===== src/asw_pkg.sv =====
// How it works
// - low lane lines 1-8, high lane 9-16
// - read: store high, select and drive low
// - host never fights memory while it drives
// - store pulse 10 ns with drive off
// - store pulse 15 ns with drive on
// - index valid 10 ns before write end
// - select low 10 ns before write end
// - lanes valid 10 ns before write end
// - write data valid 7 ns before end
// - each read spans one stable index
package asw_pkg;
    localparam int unsigned CLK_PERIOD_PS = 8000;
    localparam int unsigned ACCESS_MAX_PS = 15000;
    localparam int unsigned DRIVE_ACCESS_MAX_PS = 7000;
    localparam int unsigned RELEASE_MAX_PS = 7000;
    localparam int unsigned STORE_PULSE_MIN_PS = 15000;
    localparam int unsigned DATA_SETUP_MIN_PS = 7000;
    localparam int unsigned LANE_SETUP_MIN_PS = 10000;
    // most and least times both round up, so cycle counts cover the slowest grade
    localparam int unsigned ACCESS_CYC = (ACCESS_MAX_PS + CLK_PERIOD_PS - 1) / CLK_PERIOD_PS;
    localparam int unsigned RELEASE_CYC = (RELEASE_MAX_PS + CLK_PERIOD_PS - 1) / CLK_PERIOD_PS;
    localparam int unsigned STORE_CYC_RAW = (STORE_PULSE_MIN_PS + CLK_PERIOD_PS - 1) / CLK_PERIOD_PS;
    localparam int unsigned SETUP_CYC = (LANE_SETUP_MIN_PS + CLK_PERIOD_PS - 1) / CLK_PERIOD_PS;
    localparam int unsigned STORE_CYC = (STORE_CYC_RAW > SETUP_CYC) ? STORE_CYC_RAW : SETUP_CYC;
    localparam int unsigned CNT_W = 4;
    localparam logic [CNT_W-1:0] ACCESS_CNT = CNT_W'(ACCESS_CYC + 1);
    localparam logic [CNT_W-1:0] RELEASE_CNT = CNT_W'(RELEASE_CYC);
    localparam logic [CNT_W-1:0] STORE_CNT = CNT_W'(STORE_CYC);
    localparam int unsigned IDX_W = 18;
    localparam int unsigned DATA_W = 16;
    localparam logic [3:0] CNT_ZERO = 4'h0;

    typedef struct packed {
        logic write;
        logic [IDX_W-1:0] word_index;
        logic [DATA_W-1:0] data;
        logic low_lane;
        logic high_lane;
    } asw_req_t;

    typedef struct packed {
        logic [IDX_W-1:0] word_index;
        logic select_n;
        logic store_n;
        logic drive_n;
        logic low_lane_enable_n;
        logic high_lane_enable_n;
    } asw_pins_t;

    typedef enum logic [2:0] {
        ST_IDLE = 3'b000,
        ST_READ = 3'b001,
        ST_RD_REL = 3'b010,
        ST_WRITE = 3'b011,
        ST_WR_END = 3'b100
    } asw_state_t;
endpackage : asw_pkg


===== src/asw_host.sv =====
`timescale 1ns/100ps
module asw_host
(
    input wire logic sys_clk_in,
    input wire logic rstn_in,
    input wire logic req_valid_in,
    output logic req_ready_out,
    input asw_pkg::asw_req_t req_in,
    output logic rd_valid_out,
    output logic [asw_pkg::DATA_W-1:0] rd_data_out,
    output asw_pkg::asw_pins_t pins_out,
    input wire logic [asw_pkg::DATA_W-1:0] shared_data_lines_in,
    output logic [asw_pkg::DATA_W-1:0] shared_data_lines_out,
    output logic shared_data_lines_oe_out
);
    import asw_pkg::*;

    ////////////////////////////////////////////////////////////////
    asw_state_t state_r, state_nxt;
    logic [CNT_W-1:0] cnt_r, cnt_nxt;
    asw_req_t req_r, req_nxt;
    asw_pins_t pins_r, pins_nxt;
    logic oe_r, oe_nxt;
    logic rd_valid_r, rd_valid_nxt;
    logic [DATA_W-1:0] rd_data_r, rd_data_nxt;
    logic [DATA_W-1:0] capt;
    logic [1:0] lane_on;
    logic take;
    logic cnt_done;
    logic rd_done;
    logic wr_done;

    ////////////////////////////////////////////////////////////////
    // disabled lanes float, so they are returned as zero
    assign lane_on = {req_r.high_lane, req_r.low_lane};

    for (genvar g = 0; g < 2; g++)
    begin : g_lane
        assign capt[8*g +: 8] = lane_on[g] ? shared_data_lines_in[8*g +: 8] : 8'h00;
    end

    // a request is only taken in idle, so a busy cycle never half-takes one
    assign take = req_valid_in && (state_r == ST_IDLE);
    assign cnt_done = (cnt_r == CNT_ZERO);
    assign rd_done = (state_r == ST_READ) && cnt_done;
    assign wr_done = (state_r == ST_WRITE) && cnt_done;

    ////////////////////////////////////////////////////////////////
    // sequencer: state and wait counter
    always_comb
    begin
        state_nxt = state_r;
        cnt_nxt = cnt_r;
        unique case (state_r)
            ST_IDLE:
            begin
                if (take && req_in.write)
                begin
                    cnt_nxt = STORE_CNT;
                    state_nxt = ST_WRITE;
                end
                else if (take)
                begin
                    cnt_nxt = ACCESS_CNT;
                    state_nxt = ST_READ;
                end
            end
            ST_READ:
            begin
                if (cnt_done)
                begin
                    cnt_nxt = RELEASE_CNT;
                    state_nxt = ST_RD_REL;
                end
                else
                begin
                    cnt_nxt = cnt_r - 1'b1;
                end
            end
            ST_RD_REL:
            begin
                // wait out the release before the bus can be driven
                if (cnt_done)
                begin
                    state_nxt = ST_IDLE;
                end
                else
                begin
                    cnt_nxt = cnt_r - 1'b1;
                end
            end
            ST_WRITE:
            begin
                if (cnt_done)
                begin
                    state_nxt = ST_WR_END;
                end
                else
                begin
                    cnt_nxt = cnt_r - 1'b1;
                end
            end
            ST_WR_END:
            begin
                state_nxt = ST_IDLE;
            end
            default:
            begin
                state_nxt = ST_IDLE;
            end
        endcase
    end

    always_ff @(posedge sys_clk_in)
    begin
        if (!rstn_in)
        begin
            state_r <= ST_IDLE;
            cnt_r <= CNT_ZERO;
        end
        else
        begin
            state_r <= state_nxt;
            cnt_r <= cnt_nxt;
        end
    end

    ////////////////////////////////////////////////////////////////
    // pin driver: request copy, strobes and bus drive
    always_comb
    begin
        req_nxt = req_r;
        pins_nxt = pins_r;
        oe_nxt = oe_r;
        if (take)
        begin
            req_nxt = req_in;
            // index, select and lanes set together; one index per cycle
            pins_nxt.word_index = req_in.word_index;
            pins_nxt.select_n = 1'b0;
            pins_nxt.low_lane_enable_n = ~req_in.low_lane;
            pins_nxt.high_lane_enable_n = ~req_in.high_lane;
            if (req_in.write)
            begin
                // drive stays off, memory never drives during the write
                pins_nxt.drive_n = 1'b1;
                pins_nxt.store_n = 1'b0;
                oe_nxt = 1'b1;
            end
            else
            begin
                pins_nxt.store_n = 1'b1;
                pins_nxt.drive_n = 1'b0;
                oe_nxt = 1'b0;
            end
        end
        else if (rd_done)
        begin
            // drive and select rise together, the bus floats before the index moves
            pins_nxt.drive_n = 1'b1;
            pins_nxt.select_n = 1'b1;
        end
        else if (wr_done)
        begin
            // strobe rises first; index, data held one more cycle
            pins_nxt.store_n = 1'b1;
        end
        else if (state_r == ST_WR_END)
        begin
            pins_nxt.select_n = 1'b1;
            pins_nxt.low_lane_enable_n = 1'b1;
            pins_nxt.high_lane_enable_n = 1'b1;
            oe_nxt = 1'b0;
        end
    end

    always_ff @(posedge sys_clk_in)
    begin
        if (!rstn_in)
        begin
            req_r <= '0;
            pins_r <= '{word_index: '0, default: 1'b1};
            oe_r <= 1'b0;
        end
        else
        begin
            req_r <= req_nxt;
            pins_r <= pins_nxt;
            oe_r <= oe_nxt;
        end
    end

    ////////////////////////////////////////////////////////////////
    // read result: one-cycle valid, data held until the next read
    always_comb
    begin
        rd_valid_nxt = 1'b0;
        rd_data_nxt = rd_data_r;
        if (rd_done)
        begin
            // sampled before the index moves, old data still held
            rd_data_nxt = capt;
            rd_valid_nxt = 1'b1;
        end
    end

    always_ff @(posedge sys_clk_in)
    begin
        if (!rstn_in)
        begin
            rd_valid_r <= 1'b0;
            rd_data_r <= 16'h0000;
        end
        else
        begin
            rd_valid_r <= rd_valid_nxt;
            rd_data_r <= rd_data_nxt;
        end
    end

    ////////////////////////////////////////////////////////////////
    // ready is combinational so a waiting request is taken on the first idle edge
    assign req_ready_out = (state_r == ST_IDLE);
    assign rd_valid_out = rd_valid_r;
    assign rd_data_out = rd_data_r;
    assign pins_out = pins_r;
    assign shared_data_lines_out = req_r.data;
    assign shared_data_lines_oe_out = oe_r;
endmodule : asw_host


===== config.mk =====
export PLATFORM = sky130hd
export DESIGN_NAME = asw_host
export DESIGN_NICKNAME = d
export VERILOG_FILES = /design/src/asw_pkg.sv /design/src/asw_host.sv
export SDC_FILE = /design/constraint.sdc
export NUM_CORES = 1
export LEC_CHECK = 0
export ABC_AREA = 1
export BUFFER_PORTS_ARGS = -buffer_cell sky130_fd_sc_hd__buf_2
export CORE_MARGIN = 3
export CORE_UTILIZATION = 40
export CTS_CLUSTER_SIZE = 25
export DETAILED_ROUTE_END_ITERATION = 8
export PLACE_DENSITY_LB_ADDON = 0.1
export SLEW_MARGIN = 10
export SYNTH_ARGS = -nofsm -noshare
export SYNTH_HDL_FRONTEND = slang
export SYNTH_SLANG_ARGS = --single-unit

===== constraint.sdc =====
create_clock -name sys_clk_in -period 1.55 [get_ports sys_clk_in]
set_clock_uncertainty 0.05 [all_clocks]
set_input_delay 0.155 -clock sys_clk_in [delete_from_list [all_inputs] [get_ports sys_clk_in]]
set_output_delay 0.155 -clock sys_clk_in [all_outputs]
set_load 0.01 [all_outputs]

==> run metrics <==
end of the critical path=pins_out[14]; Reg2Reg Depth=7; CTS clk-pin slew, worst paths=around 70 ps; Synth Area in Adders=less than 1%; Netlist Area Pre-Place=~2500 sq um; total gr overflow=0; post-synthesis register bit count=66; drt pass-1 iters=4; Peak VDD IR=~1000 uV; CTS tree=built; pwr dens=between 1000 and 1500 nW/um^2; CTS buffer count=9; r2r startpoint=state_r[1]; Core Util, Final=61.7%; footprint of the multi-input gates=1040 sq um; routed vias=between 2000 and 3000; P&R area growth vs syn=47.0%; worst-path fanout max=34; status=complete, no violations; number of flops mapped to enable cells by yosys=0; worst flop-to-flop path endpoint=pins_out[14]; post-detailed-route count of antenna-violating nets=0; Root Buffer=clkbuf_8; CP Launch Point=state_r[1]; Compound-Gate Fraction of Synth Area=13.3%; final cell count without fillers=556; Main synth FF type=dfxtp_1; Yosys top cell by area=dfxtp_1; Worst Tran Pin Value=slightly below 500 ps; number of DRC markers in iteration 0=149; Post-Syn Instances=about 330; most frequent cell after synthesis=nor2_1; Rel. slew slack=67.8%; HPWL Detailed=4510 um; largest family of logic cells by synthesized area=simple AND/OR/NAND/NOR gates; final net count=roughly 530; Ant. Diodes=0; final max-slew violation count=0; Final period util=~93%; vias per cell=around 4.8; CP startpoint kind=register; endpoints failing setup=0; top post-synthesis cells by count=77 x nor2_1, 66 x dfxtp_1, 42 x nand2_1; H-tree depth=3; top area cells in the synthesized netlist=dfxtp_1 52%, nor2_1 11%, o21ai_0 7.7%; Global Route Usage Sum=about a fifth; Placed Cells=about 510; CTS max path bufs=2; wirelength, routed=7060 um; wire per inst=around 13 um; post-synthesis mux area share=0%; vias in the first global route=approximately 2500; DRC=0; worst-skew pair later-pin latency=between 300 and 400 ps; Leakage=~1.8 nW; die footprint=7320 sq um; Die Span X=85.6 um; sequential fraction of the synthesis area=a little over half; flop2flop setup slack=around 110 ps; library cells used by synthesis=21; post-synth top area share=a little over half; CTS sink cnt=66; Achievable Freq=0.693 GHz; Critical Path AT=roughly 1600 ps; Post-synth ARST share=0%; CP Class=reg -> reg; Tmin final=~1400 ps; Fin Setup TNS=0 ps; # port buffers=approximately 110; RSZ-0062 raised after global routing=no; filler instances=~550; net count after synthesis=386; Syn Area/Cell=slightly below 8 sq um; layout cells sized above 1=approximately a third; num rows=28; XOR/XNOR share of the synthesized area=0%; Core Footprint=between 6000 and 7000 sq um; initial antenna violation count=0; Simple-Gate Fraction of Synth Area=around a quarter; nature of the critical path endpoint=register; number of synthesis warnings=0; I/O Pins=about 110; die height=between 80 and 90 um; Final Hold Violating Endpoints=0; Required @ worst endpoint=around 1700 ps; Initial Utilization=between 40% and 50%; global-route wire length before repair=about 11000 um; Hold Path Class=in -> reg; number of max-cap violations=0; Register Area=approximately 1300 sq um; RePlAce Congestion=between 0.8 and 0.9; largest net degree at the start of global routing=40
[layer usage]
metal | routed length (um) | global-route usage, %
met1 | 3060 | 23.1
met2 | 3390 | 31.6
met3 | 550 | 7.49
met4 | 59 | 4.75
met5 | 0 | 0
[where the power goes]
group / switching [mW] / internal (mW)
registers: 0.151 / 1.94
clock network: 0.643 / 0.732
logic: 0.850 / 0.602
total: 1.64 / 3.28
[per-stage QoR]
| stage | hold WS, ps | power, mW | worst slack [ps] | cell area, sq um |
|---|---|---|---|---|
| 2_1_floorplan | 240 | 2.97 | 171 | 2530 |
| 3_3_place_gp | 327 | 3.40 | 112 | 3150 |
| 3_5_place_dp | 333 | 3.42 | 58.8 | 3150 |
| 4_1_cts | 5.65 | 4.87 | 28.7 | 3660 |
| 5_1_grt | 13.1 | 5.22 | 7.22 | 3720 |
| 6_report | 17.5 | 4.92 | 107 | 3720 |
[area by class of cell]
type / instances / area share, %
Clock inverter: 6 / 1.55
Clock buffer: 10 / 3.43
Timing Repair Buffer: 155 / 27.0
Inverter: 18 / 1.82
Multi-Input combinational cell: 226 / 28.0
Tap cell: 75 / 2.52
Sequential cell: 66 / 35.6
[cells in the final DEF (no fill, tap or decap), types with 4 or more instances in the layout]
| cell type | netlist | final |
|---|---|---|
| nor2_2 | 3 | 4 |
| buf_2 | 6 | 113 |
| inv_2 | 4 | 4 |
| clkinv_2 | 0 | 4 |
| clkbuf_8 | 0 | 9 |
| inv_1 | 14 | 14 |
| nand2_2 | 5 | 4 |
| nand3_1 | 25 | 25 |
| o21ai_1 | 20 | 20 |
| a21oi_1 | 5 | 5 |
| dlygate4sd3_1 | 0 | 33 |
| buf_4 | 1 | 6 |
| nor2_1 | 77 | 76 |
| nand2_1 | 42 | 42 |
| o21ai_0 | 39 | 39 |
| dfxtp_1 | 66 | 63 |
[flip-flops by register name, summed over array words and instances (netlist names)]
signal                    flops
rd_data_out                  16
pins_out                     23
lane_on                       2
shared_data_lines_oe_out      1
rd_valid_out                  1
shared_data_lines_out        16
cnt_r                         4
state_r                       3
[timing repair]
item / CTS / global route
setup endpoints to repair: 0 / 20
hold buffers: 33 / 0
buffers inserted: 0 / 1
gates resized for setup: 0 / 7
hold endpoints to repair: 33 / 0
[worst max-delay path: stages (launching register included)]
cell     delay (ps)
dfxtp_2         360
nor2_4          160
nand2_2         110
nor2_4          170
inv_2           110
buf_12          180
nor2_1          120
nor2_1           60
[cells by family (layout without fill, tap and decap cells)]
group / Yosys count / in the layout
AOI/OAI and AO/OA: 66 / 66
adders and majority gates: 1 / 1
buffers and inverters: 37 / 189
and+or+nand+nor: 159 / 159
DFF: 66 / 66
[worst min-delay path by stage]
stage                        startpoint                        to  depth (start not counted)  slack, ps
2_1_floorplan                req_in[23]              pins_out[10]                          2        240
3_3_place_gp                 req_in[29]              pins_out[16]                          3        330
3_5_place_dp                 req_in[32]              pins_out[19]                          3        330
4_1_cts        shared_data_lines_in[12]           rd_data_out[12]                          3          6
5_1_grt        shared_data_lines_in[12]           rd_data_out[12]                          3         10
6_report                     req_in[11]  shared_data_lines_out[9]                          3         20
(Power assumes the default switching activity.)
